===== src/sslp_pkg.sv =====
// Shared constants and types for the synthesizer serial load port.
// Assumes one system clock; all frequencies are counted in reference oscillator edges.
package sslp_pkg;

  // Shift register and latch widths.
  localparam int SR_W = 20;
  localparam int DIV_W = 14;
  localparam int FUNC_W = 6;

  // Shift register positions: bit 0 holds the last bit received.
  localparam int SR_DIV_MSB_POS = 6;
  localparam int SR_DIV_LSB_POS = 19;
  localparam int SR_FUNC_MSB_POS = 5;

  // Index of the band select bit inside the six function bits (output bit 18).
  localparam int BAND_IDX = 3;

  // Reset values of the holding latches and the shift register.
  localparam logic [DIV_W-1:0] DIV_RST = 14'h0000;
  localparam logic [FUNC_W-1:0] FUNC_RST = 6'h00;
  localparam logic [SR_W-1:0] SR_RST = 20'h00000;

  // Reference chain frequencies in hertz.
  localparam int REF_OSC_HZ = 4000000;
  localparam int CTRL_CLK_HZ = 500000;
  localparam int FM_REF_HZ = 12500;
  localparam int AM_REF_HZ = 500;
  localparam int TOD_HZ = 50;

  // Number of reference chain taps and their half periods in oscillator edges.
  localparam int NUM_TAPS = 4;
  localparam int TAP_CTRL = 0;
  localparam int TAP_FM = 1;
  localparam int TAP_AM = 2;
  localparam int TAP_TOD = 3;
  localparam int TAP_HALF [NUM_TAPS] = '{
    REF_OSC_HZ / (2 * CTRL_CLK_HZ),
    REF_OSC_HZ / (2 * FM_REF_HZ),
    REF_OSC_HZ / (2 * AM_REF_HZ),
    REF_OSC_HZ / (2 * TOD_HZ)
  };
  localparam int TAP_CNT_W = 16;

  // Serial entry states, Gray coded along address then data.
  typedef enum logic [2:0] {
    ST_IDLE = 3'h0,
    ST_ADDR0 = 3'h1,
    ST_ADDR1 = 3'h3,
    ST_SHIFT = 3'h2,
    ST_IGNORE = 3'h6
  } sslp_state_t;

  // Contents of the holding latches.
  typedef struct packed {
    logic [DIV_W-1:0] divide;
    logic [FUNC_W-1:0] funcBits;
  } sslp_latch_t;

  // The three wires from the controller.
  typedef struct packed {
    logic enable;
    logic sclk;
    logic sdata;
  } sslp_serial_t;

endpackage


===== src/sslp_ref_div.sv =====
// Square wave divider on a tick stream, one tap of the reference chain.
// Assumes the tick is a one-cycle pulse in the clk_sys domain.
`timescale 1ns/100ps
module sslp_ref_div #(
  parameter int HALF = 4
) (
  // Clock and reset.
  input wire logic clk_sys,
  input wire logic rst_n,
  // Tick to divide.
  input wire logic tick,
  // Divided square wave.
  output logic divOut
);

  // Edge counter within the current half period.
  logic [sslp_pkg::TAP_CNT_W-1:0] cnt;
  logic [sslp_pkg::TAP_CNT_W-1:0] next_cnt;
  logic next_divOut;

  // Count ticks and flip the output every half period.
  always_comb
  begin
    next_cnt = cnt;
    next_divOut = divOut;
    if (tick)
    begin
      if (cnt >= sslp_pkg::TAP_CNT_W'(HALF - 1))
      begin
        next_cnt = '0;
        next_divOut = ~divOut;
      end
      else
      begin
        next_cnt = cnt + 1'b1;
      end
    end
  end

  // Register the divider state.
  always_ff @(posedge clk_sys)
  begin
    if (!rst_n)
    begin
      cnt <= '0;
      divOut <= 1'b0;
    end
    else
    begin
      cnt <= next_cnt;
      divOut <= next_divOut;
    end
  end

  // The output flips exactly when a half period of ticks is complete.
  a_tap_half_period: assert property (@(posedge clk_sys) disable iff (!rst_n)
    (tick && cnt == sslp_pkg::TAP_CNT_W'(HALF - 1)) |=> (divOut != $past(divOut)))
    else $error("Reference tap did not flip at end of half period.");

  a_tap_steady: assert property (@(posedge clk_sys) disable iff (!rst_n)
    !tick |=> $stable(divOut) && $stable(cnt))
    else $error("Reference tap changed without a tick.");

endmodule


===== src/sslp_top.sv =====
// Serial load port of a radio synthesizer: three-wire entry, latches, divider, references.
// Assumes enable, serial clock, data and oscillator inputs are synchronous to clk_sys.
// Operation
// - Serial entry only while enable is low.
// - One data bit per serial clock rise.
// - First two bits after enable fall address.
// - Wrong address ignores data, latches unchanged.
// - Address one-one shifts following bits in.
// - Only the last twenty bits are kept.
// - Enable rise stops entry, loads latches only after address one-one.
// - Last six bits drive outputs, bit18 band.
// - Divide value LSB first, fourteen bits.
// - Programmable divider divides by value plus one.
// - Band bit picks input and reference.
// - Oscillator divided down to controller clock.
// - Chain also makes fifty hertz timing output.
`timescale 1ns/100ps
module sslp_top (
  // System clock and synchronous reset.
  input wire logic clk_sys,
  input wire logic rst_n,
  // Three-wire serial link from the controller.
  input wire sslp_pkg::sslp_serial_t serialIn,
  // Reference oscillator and local oscillator inputs after prescaling.
  input wire logic refOsc,
  input wire logic fmIn,
  input wire logic amIn,
  // Holding latch contents and open collector function outputs.
  output sslp_pkg::sslp_latch_t latch,
  output logic [sslp_pkg::FUNC_W-1:0] funcOut,
  output logic [sslp_pkg::FUNC_W-1:0] funcOe,
  // Divider and reference outputs.
  output logic divPulse,
  output logic refSel,
  output logic ctrlClk,
  output logic todClk
);

  // Serial entry state and sampled wire history.
  sslp_pkg::sslp_state_t state;
  sslp_pkg::sslp_state_t next_state;
  logic enPrev;
  logic sclkPrev;
  logic [sslp_pkg::SR_W-1:0] shiftReg;
  logic [sslp_pkg::SR_W-1:0] next_shiftReg;
  sslp_pkg::sslp_latch_t next_latch;
  // Latch image built from the shift register.
  sslp_pkg::sslp_latch_t newLatch;
  // Edge strobes of the serial wires.
  logic enFall;
  logic sclkRise;

  // Programmable divider state.
  logic [sslp_pkg::DIV_W-1:0] divCnt;
  logic [sslp_pkg::DIV_W-1:0] next_divCnt;
  logic next_divPulse;
  logic loPrev;
  logic loSel;
  logic loTick;
  logic refPrev;
  logic refTick;
  logic [sslp_pkg::NUM_TAPS-1:0] taps;
  logic next_refSel;
  logic band;

  assign enFall = enPrev && !serialIn.enable;
  assign sclkRise = serialIn.sclk && !sclkPrev;
  assign band = latch.funcBits[sslp_pkg::BAND_IDX];

  // Map the shift register onto the latch layout; divide value arrives LSB first.
  genvar gi;
  generate
    for (gi = 0; gi < sslp_pkg::DIV_W; gi++)
    begin : g_div_map
      assign newLatch.divide[gi] = shiftReg[sslp_pkg::SR_DIV_LSB_POS - gi];
    end
    for (gi = 0; gi < sslp_pkg::FUNC_W; gi++)
    begin : g_func_map
      assign newLatch.funcBits[gi] = shiftReg[sslp_pkg::SR_FUNC_MSB_POS - gi];
    end
  endgenerate

  // Serial entry: address check, shifting and latching on enable rise.
  always_comb
  begin
    next_state = state;
    next_shiftReg = shiftReg;
    next_latch = latch;
    unique case (state)
      sslp_pkg::ST_IDLE:
      begin
        // Clock edges while enable is high are not entry; only its fall starts a transfer.
        if (enFall)
        begin
          next_state = sslp_pkg::ST_ADDR0;
        end
      end
      default:
      begin
        if (serialIn.enable)
        begin
          // Enable rose: entry stops, and only an addressed transfer loads.
          next_state = sslp_pkg::ST_IDLE;
          if (state == sslp_pkg::ST_SHIFT)
          begin
            next_latch = newLatch;
          end
        end
        else if (sclkRise)
        begin
          if (state == sslp_pkg::ST_ADDR0)
          begin
            next_state = serialIn.sdata ? sslp_pkg::ST_ADDR1 : sslp_pkg::ST_IGNORE;
          end
          else if (state == sslp_pkg::ST_ADDR1)
          begin
            next_state = serialIn.sdata ? sslp_pkg::ST_SHIFT : sslp_pkg::ST_IGNORE;
          end
          else if (state == sslp_pkg::ST_SHIFT)
          begin
            // Oldest bit falls off the top, so only the last twenty remain.
            next_shiftReg = {shiftReg[sslp_pkg::SR_W-2:0], serialIn.sdata};
          end
        end
      end
    endcase
  end

  // Register serial entry state and wire history.
  always_ff @(posedge clk_sys)
  begin
    if (!rst_n)
    begin
      state <= sslp_pkg::ST_IDLE;
      enPrev <= 1'b1;
      sclkPrev <= 1'b0;
      shiftReg <= sslp_pkg::SR_RST;
      latch <= '{divide: sslp_pkg::DIV_RST, funcBits: sslp_pkg::FUNC_RST};
    end
    else
    begin
      state <= next_state;
      enPrev <= serialIn.enable;
      sclkPrev <= serialIn.sclk;
      shiftReg <= next_shiftReg;
      latch <= next_latch;
    end
  end

  // Open collector outputs pull low while their latched bit is zero.
  assign funcOut = '0;
  assign funcOe = ~latch.funcBits;

  // Band select picks the local oscillator input feeding the divider.
  assign loSel = band ? fmIn : amIn;
  assign loTick = loSel && !loPrev;
  assign refTick = refOsc && !refPrev;

  // Programmable divider: one pulse every divide plus one input edges.
  always_comb
  begin
    next_divCnt = divCnt;
    next_divPulse = 1'b0;
    if (loTick)
    begin
      if (divCnt >= latch.divide)
      begin
        next_divCnt = '0;
        next_divPulse = 1'b1;
      end
      else
      begin
        next_divCnt = divCnt + 1'b1;
      end
    end
    next_refSel = band ? taps[sslp_pkg::TAP_FM] : taps[sslp_pkg::TAP_AM];
  end

  // Register divider, edge history and selected reference.
  always_ff @(posedge clk_sys)
  begin
    if (!rst_n)
    begin
      divCnt <= '0;
      divPulse <= 1'b0;
      loPrev <= 1'b0;
      refPrev <= 1'b0;
      refSel <= 1'b0;
    end
    else
    begin
      divCnt <= next_divCnt;
      divPulse <= next_divPulse;
      loPrev <= loSel;
      refPrev <= refOsc;
      refSel <= next_refSel;
    end
  end

  // Reference chain taps, each an independent divider of the oscillator edges.
  generate
    for (gi = 0; gi < sslp_pkg::NUM_TAPS; gi++)
    begin : g_taps
      sslp_ref_div #(
        .HALF(sslp_pkg::TAP_HALF[gi])
      ) u_tap (
        .clk_sys(clk_sys),
        .rst_n(rst_n),
        .tick(refTick),
        .divOut(taps[gi])
      );
    end
  endgenerate

  assign ctrlClk = taps[sslp_pkg::TAP_CTRL];
  assign todClk = taps[sslp_pkg::TAP_TOD];

  // Checks on serial entry, latching and the divider.
  a_high_blocks_entry: assert property (@(posedge clk_sys) disable iff (!rst_n)
    serialIn.enable |=> $stable(shiftReg))
    else $error("Shift register moved while enable was high.");

  a_one_bit_shift: assert property (@(posedge clk_sys) disable iff (!rst_n)
    (state == sslp_pkg::ST_SHIFT && !serialIn.enable && sclkRise)
    |=> shiftReg == {$past(shiftReg[sslp_pkg::SR_W-2:0]), $past(serialIn.sdata)})
    else $error("Serial clock rise did not shift exactly one bit.");

  a_addr_zero_ignores: assert property (@(posedge clk_sys) disable iff (!rst_n)
    (state inside {sslp_pkg::ST_ADDR0, sslp_pkg::ST_ADDR1} && !serialIn.enable && sclkRise && !serialIn.sdata)
    |=> state == sslp_pkg::ST_IGNORE)
    else $error("Zero address bit did not reject the transfer.");

  a_bad_addr_hold: assert property (@(posedge clk_sys) disable iff (!rst_n)
    (state == sslp_pkg::ST_IGNORE && serialIn.enable) |=> $stable(latch) && state == sslp_pkg::ST_IDLE)
    else $error("Unaddressed transfer changed the latches.");

  a_latch_on_rise: assert property (@(posedge clk_sys) disable iff (!rst_n)
    (state == sslp_pkg::ST_SHIFT && serialIn.enable) |=> latch == $past(newLatch))
    else $error("Latches not loaded from shift register at enable rise.");

  a_latch_hold: assert property (@(posedge clk_sys) disable iff (!rst_n)
    !(state == sslp_pkg::ST_SHIFT && serialIn.enable) |=> $stable(latch))
    else $error("Latches changed outside an addressed enable rise.");

  a_bit_order: assert property (@(posedge clk_sys) disable iff (!rst_n)
    newLatch.divide[0] == shiftReg[19] && newLatch.divide[13] == shiftReg[6]
    && newLatch.funcBits[5] == shiftReg[0] && newLatch.funcBits[3] == shiftReg[2])
    else $error("Latch bit mapping is wrong.");

  a_div_wrap: assert property (@(posedge clk_sys) disable iff (!rst_n)
    (loTick && divCnt == latch.divide) |=> divPulse && divCnt == '0)
    else $error("Divider did not wrap after value plus one edges.");

  a_div_quiet: assert property (@(posedge clk_sys) disable iff (!rst_n)
    (loTick && divCnt < latch.divide) |=> !divPulse && divCnt == $past(divCnt) + 1'b1)
    else $error("Divider pulsed early.");

  a_band_ref: assert property (@(posedge clk_sys) disable iff (!rst_n)
    1'b1 |=> refSel == ($past(band) ? $past(taps[sslp_pkg::TAP_FM]) : $past(taps[sslp_pkg::TAP_AM])))
    else $error("Reference not chosen by band select.");

  // Main scenarios.
  c_addressed_load: cover property (@(posedge clk_sys) disable iff (!rst_n)
    state == sslp_pkg::ST_SHIFT && serialIn.enable);
  c_rejected: cover property (@(posedge clk_sys) disable iff (!rst_n)
    state == sslp_pkg::ST_IGNORE && serialIn.enable);
  c_early_rise: cover property (@(posedge clk_sys) disable iff (!rst_n)
    state == sslp_pkg::ST_ADDR1 && serialIn.enable);
  c_div_pulse: cover property (@(posedge clk_sys) disable iff (!rst_n) divPulse && band);

endmodule


===== config.mk =====
export PLATFORM = sky130hd
export DESIGN_NAME = sslp_top
export DESIGN_NICKNAME = d
export VERILOG_FILES = /design/src/sslp_pkg.sv /design/src/sslp_ref_div.sv /design/src/sslp_top.sv
export SDC_FILE = /design/constraint.sdc
export NUM_CORES = 1
export LEC_CHECK = 0
export ABC_AREA = 1
export BUFFER_PORTS_ARGS = -buffer_cell sky130_fd_sc_hd__buf_2
export CORE_AREA = 2 2 99 101
export DETAILED_ROUTE_END_ITERATION = 10
export DIE_AREA = 0 0 101 103
export HOLD_SLACK_MARGIN = 0.15
export PLACE_DENSITY = 0.83
export SYNTH_ARGS = -nofsm -noshare
export SYNTH_HDL_FRONTEND = slang
export SYNTH_SLANG_ARGS = --single-unit

===== constraint.sdc =====
create_clock -name clk_sys -period 3 [get_ports clk_sys]
set_input_delay 0.3 -clock clk_sys [delete_from_list [all_inputs] [get_ports clk_sys]]
set_output_delay 0.3 -clock clk_sys [all_outputs]
set_load 0.01 [all_outputs]

Word-level counts from Yosys, hierarchy flattened
Cells that the tools add are included.

Bits in registers: 131. Bits of input ports: 8. Output and inout bits: 36. Logic and storage cells: 77.

Add/sub/neg operators: 5. $lt $le $gt $ge: 5. Equality and inequality tests: 4. Muxes and demuxes: 16. Bitwise logic cells: 9. Reduce and logical (&&, ||, !) cells: 19.

Operators with widths (count): adder 16 x 1 -> 16 bit (second input constant) (4); 2-to-1 mux 16 bit (4); 2-to-1 mux 3 bit (8); >= comparator 16 x 12 -> 1 bit (second input constant) (1); >= comparator 16 bit (second input constant) (1); >= comparator 16 x 2 -> 1 bit (second input constant) (1); >= comparator 16 x 8 -> 1 bit (second input constant) (1); adder 14 x 1 -> 14 bit (second input constant) (1); >= comparator 14 bit (1); 2-to-1 mux 14 bit (1); AND reduction 2 bit (5); NOT 1 bit (8); == test 3 x 2 -> 1 bit (second input constant) (2); NOT 6 bit (1); AND reduction 3 bit (2); AND reduction 6 bit (1); logical AND 1 bit (4); logical NOT 1 bit (4); nonzero test 4 bit (1); == test 3 x 1 -> 1 bit (second input constant) (1); logical NOT 3 bit (1); 2-to-1 mux 1 bit (3); nonzero test 3 bit (1); inequality test 2 bit (second input constant) (1).

Longest topological paths before layout
Depth in word-level cells: 6. Gate-level depth with buffers: 13. Mapped depth without buffers: 12.

Hierarchy
A second synthesis with hierarchy kept.

Cell total of the unflattened synthesis: 768. Area, all modules: 5859.4 sq um.

By module, submodules not included: sslp_top (times used 1, cells an instance 391, area an instance 2870.3 sq um, seq. area each 1261.2 sq um); sslp_ref_div (g_taps[3].u_tap) (times used 1, cells an instance 127, area an instance 887.1 sq um, seq. area each 340.3 sq um); sslp_ref_div (g_taps[2].u_tap) (times used 1, cells an instance 106, area an instance 768.2 sq um, seq. area each 340.3 sq um); sslp_ref_div (g_taps[1].u_tap) (times used 1, cells an instance 83, area an instance 675.6 sq um, seq. area each 340.3 sq um); sslp_ref_div (g_taps[0].u_tap) (times used 1, cells an instance 61, area an instance 658.1 sq um, seq. area each 340.3 sq um).

Least setup slack after synthesis
No wires, ideal clock.

Path type: reg2reg. From: register latch[19] (netlist bit). To: register divCnt[12] (netlist bit). Setup time: 0.117 ns. Data arrival time: 1.462 ns. Required time: 2.883 ns. Setup slack: 1.421 ns. Stages on the path, launching flop included: 13. Buffers on the path: 1. Period minus slack after synthesis: 1.579 ns. Cells stage by stage: dfxtp_1 -> inv_1 -> ha_1 -> nand2_1 -> inv_1 -> nand3_1 -> a21oi_1 -> nor2_1 -> nand2_1 -> nand2_1 -> nand2_1 -> buf_2 -> nor2_1.

Cells in the longest elaborated chain, start to end: 2.

RTL lines: from (decl) (line sslp_top.sv:29) `output sslp_pkg::sslp_latch_t latch,`; from (signal assigned) (line sslp_top.sv:138) `latch <= '{divide: sslp_pkg::DIV_RST, funcBits: sslp_pkg::FUNC_RST};`; from (signal assigned) (line sslp_top.sv:146) `latch <= next_latch;`; >= comparator 14 bit (line sslp_top.sv:166) `if (divCnt >= latch.divide)`; 2-to-1 mux 14 bit (line sslp_top.sv:166); to (signal assigned) (line sslp_top.sv:192) `divCnt <= next_divCnt;`; to (decl) (line sslp_top.sv:54) `logic [sslp_pkg::DIV_W-1:0] divCnt;`.

No other way between the ends. A chain may end at the register's enable or synchronous reset.

Worst setup path after layout
From: input serialIn[1] (netlist bit). To: register shiftReg[0] (netlist bit).

Cells in the longest elaborated chain, start to end: 2.

RTL lines: from (decl) (line sslp_top.sv:23) `input wire sslp_pkg::sslp_serial_t serialIn,`; logical AND 1 bit (line sslp_top.sv:67) `assign sclkRise = serialIn.sclk && !sclkPrev;`; AND reduction 6 bit (no source line); to (signal assigned) (line sslp_top.sv:137) `shiftReg <= sslp_pkg::SR_RST;`; to (signal assigned) (line sslp_top.sv:145) `shiftReg <= next_shiftReg;`; to (decl) (line sslp_top.sv:44) `logic [sslp_pkg::SR_W-1:0] shiftReg;`.

No other way between the ends.

==> run summary <==
Fin crit period -> 2.12 ns
GPL Wtd Cong -> 0.828
Comb pwr share -> 0.045
First-pass GRT wire length -> 20800 µm
Core ar. -> 9460 µm²
Synth area leaders -> dfxtp_1 (45%), nor2_1 (8.2%), nand2_1 (7.5%)
DIE WIDTH -> 101 µm
Final wirelength -> 12100 µm
Critical Path Max Stage Delay -> 0.67 ns
Rows -> 36
Hold Violations, Final -> 0
Largest net degree at the start of global routing -> 46
Worst slew margin -> 0.294
Clock sinks -> 131
Cell leakage power -> 2.76 nW
DP Wirelength -> 8110 µm
Post-DRT Antenna Nets -> 0
Synth Register Bits -> 131
DRC violations left -> 0
Via count -> 4940
Clock H-tree levels -> 4
Crit path cell chain -> dlygate4sd3_1, buf_2, inv_1, nor2_1, nand3_1, inv_1, o21ai_0, a21oi_1
Crit path capture -> shiftReg[0]
Worst r2r path cells -> 7
Clk_lat worst skew -> 0.52 ns
Sequential power share -> 0.438
Register area share after synthesis -> 0.449
Starting DRC count in detailed routing -> 208
RSZ-0062 raised after global routing -> no
Remaining Overflow, GRT -> 0
Synth async-reset ratio -> 0
Distinct cell type count after synthesis -> 44
Cell Area, Synth -> 5830 µm²
Mean post-synth cell area -> 7.59 µm²
Max Cap Viol -> 0
Proportion of layout cells with a drive suffix above 1 -> 0.142
Max-slew violation count -> 0
Clock share of power -> 0.517
Max Freq -> 0.472 GHz
Worst Path Required -> 3.45 ns
CP max-delay cell -> inv_1
Number of flops mapped to enable cells by yosys -> 0
Startpoint Class -> input port
First-pass DRT Iterations -> 5
Arr. time, crit path -> 2.57 ns
Period Utilization, post-route -> 0.706
Area Overhead vs Synth -> 14.2%
Slew @ Worst Pin -> 1.06 ns
Internal Pwr Total -> 3.17 mW
Sw Ratio -> 0.221
Hold Crit Depth -> 2
Clk buf depth -> 2
Die Ht -> 103 µm
Pwr dens -> 611 nW/µm²
CP max FO -> 21
Post-CTS setup buffers -> 0
Top cell type's share of synthesized area -> 0.449
YS warnings -> 0
Crit Path Category -> in -> reg
Root Buffer -> clkbuf_8
Tot GR Track Use -> 0.253
Reg-to-Reg Start -> state[0]
Crit. Startpoint -> serialIn[1]
Cell with the most instances after synthesis -> dfxtp_1
Crit-path most repeated cell -> inv_1
Non-filler instance count after layout -> 932
CTS tree -> built
Reg-to-reg critical path endpoint -> shiftReg[0]
Status -> completed
Worst clock skew -> 0.00754 ns
CP Capture Type -> flip-flop
Final setup TNS -> 0 ns
# port buffers -> 37
I/O Pins -> 44
CTS clk-pin slew, worst paths -> 0.06 ns
Peak VDD IR -> 0.000429 V
Total die area -> 10400 µm²
Worst hold path type -> in -> reg
Placed cell count -> 894
Synth cell count leaders -> dfxtp_1 (131), nor2_1 (127), nand2_1 (116), inv_1 (94), o21ai_0 (52)
Cts bufs inserted -> 17
Layout net count -> 832
Dominant synthesized flop cell -> dfxtp_1
Setup Viol. Count Final -> 0
Starting Density -> 0.617
Cells after Synth -> 769
Average wire per standard cell -> 13.0 µm
# diodes -> 0
Antenna violations before repair -> 0
Vias in the first global route -> 4772
Routed vias/inst -> 5.30
Min-delay src -> rst_n
Post-synth top area cell -> dfxtp_1
Switching pwr -> 899 µW
Reg2reg setup slack -> 0.94 ns
worst max-delay path, delay by kind of cell:
family	cells	cell delay [ns]
simple gates	2	0.65
compound gates	2	0.30
buf+inv	4	1.32
metal layers:
| layer | part of all wire | track usage | vias up | wire (µm) |
|---|---|---|---|---|
| li1 | - | - | 2509 | - |
| met1 | 0.43 | 0.282 | 2294 | 5220 |
| met2 | 0.51 | 0.457 | 116 | 6230 |
| met3 | 0.041 | 0.0766 | 21 | 499 |
| met4 | 0.016 | 0.0894 | 0 | 193 |
| met5 | 0 | 0 | - | 0 |
sequential cells by signal (all words and copies together), names as in the netlist, 3 cells and up:
signal,count
g_taps.u_tap.divOut,4
divCnt,14
g_taps.u_tap.cnt,64
latch,20
shiftReg,20
state,3
how the worst min path moves through the flow:
stage	endpoint	slack [ns]
finish	enPrev	0.20
global route	enPrev	0.22
CTS	enPrev	0.19
detailed placement	g_taps[2].u_tap.cnt[12]	0.43
global placement	g_taps[2].u_tap.cnt[14]	0.43
floorplan	refPrev	0.39
metrics by stage:
| step | total power [mW] | worst slack (ns) | utilization | cell area [µm²] | hold WS, ns |
|---|---|---|---|---|---|
| after floorplan | 1.97 | 1.42 | - | 5850 | 0.393 |
| final | 4.07 | 0.882 | 0.704 | 6660 | 0.196 |
| after detailed placement | 2.00 | 0.896 | 0.634 | 6000 | 0.432 |
| after CTS | 4.09 | 0.922 | 0.704 | 6660 | 0.186 |
| after global placement | 1.98 | 1.03 | 0.634 | 6000 | 0.427 |
| after global routing | 4.21 | 0.657 | 0.704 | 6660 | 0.220 |
logic make-up after synthesis:
logic type                 synth area share
DFF                                   0.449
and+or+nand+nor                       0.288
xor gates and xnor gates             0.0270
other                              0.000643
adders and majority gates            0.0407
AOI/OAI and AO/OA                    0.0950
buffers and inverters                0.0989
power groups by stage:
stage	registers (mW)	logic, mW	clock network (mW)
after floorplan	1.82	0.149	0
after global placement	1.82	0.167	0
after detailed placement	1.82	0.177	0
after CTS	1.78	0.185	2.12
after global routing	1.78	0.212	2.22
final	1.78	0.185	2.10
layout by cell type (no fill, tap or decap), types with 2 or more instances in the layout:
master	netlist	layout
dfxtp_1	131	131
nor2_1	127	127
nand2_1	116	116
inv_1	94	94
o21ai_0	52	52
a21oi_1	42	42
buf_2	7	37
nor3_1	35	35
nand3_1	23	23
ha_1	19	19
clkbuf_16	0	16
nand4_1	14	14
xor2_1	14	14
nand2_2	9	9
inv_2	8	8
nor2_2	8	8
conb_1	1	6
dlygate4sd3_1	0	6
nor3_2	4	4
xnor2_1	4	4
bufinv_16	0	4
clkinv_2	0	4
nand3_2	3	3
nor2_4	3	3
o21ai_1	3	3
nor3b_1	3	3
nand2_4	2	2
or2_2	2	2
nand4_2	2	2
a21o_1	2	2
nor3b_2	2	2
o22ai_1	2	2
a31oi_1	2	2
inv_6	0	2
clkinv_4	0	2
clkbuf_1	10	2
layout make-up:
cell class / instances / area [µm²]
fillers: 720 / 2800
multi-input cells: 508 / 2650
flip-flops and latches: 131 / 2620
clock buffers: 19 / 422
inverters: 103 / 387
repair buffers: 44 / 253
clock inverters: 13 / 183
well taps: 114 / 143
timing repair:
item                      in CTS  in global routing
hold buffers                   6                  0
hold endpoints to repair       7                  0
gates resized for setup        0                  0
(Power assumes the default switching activity.)
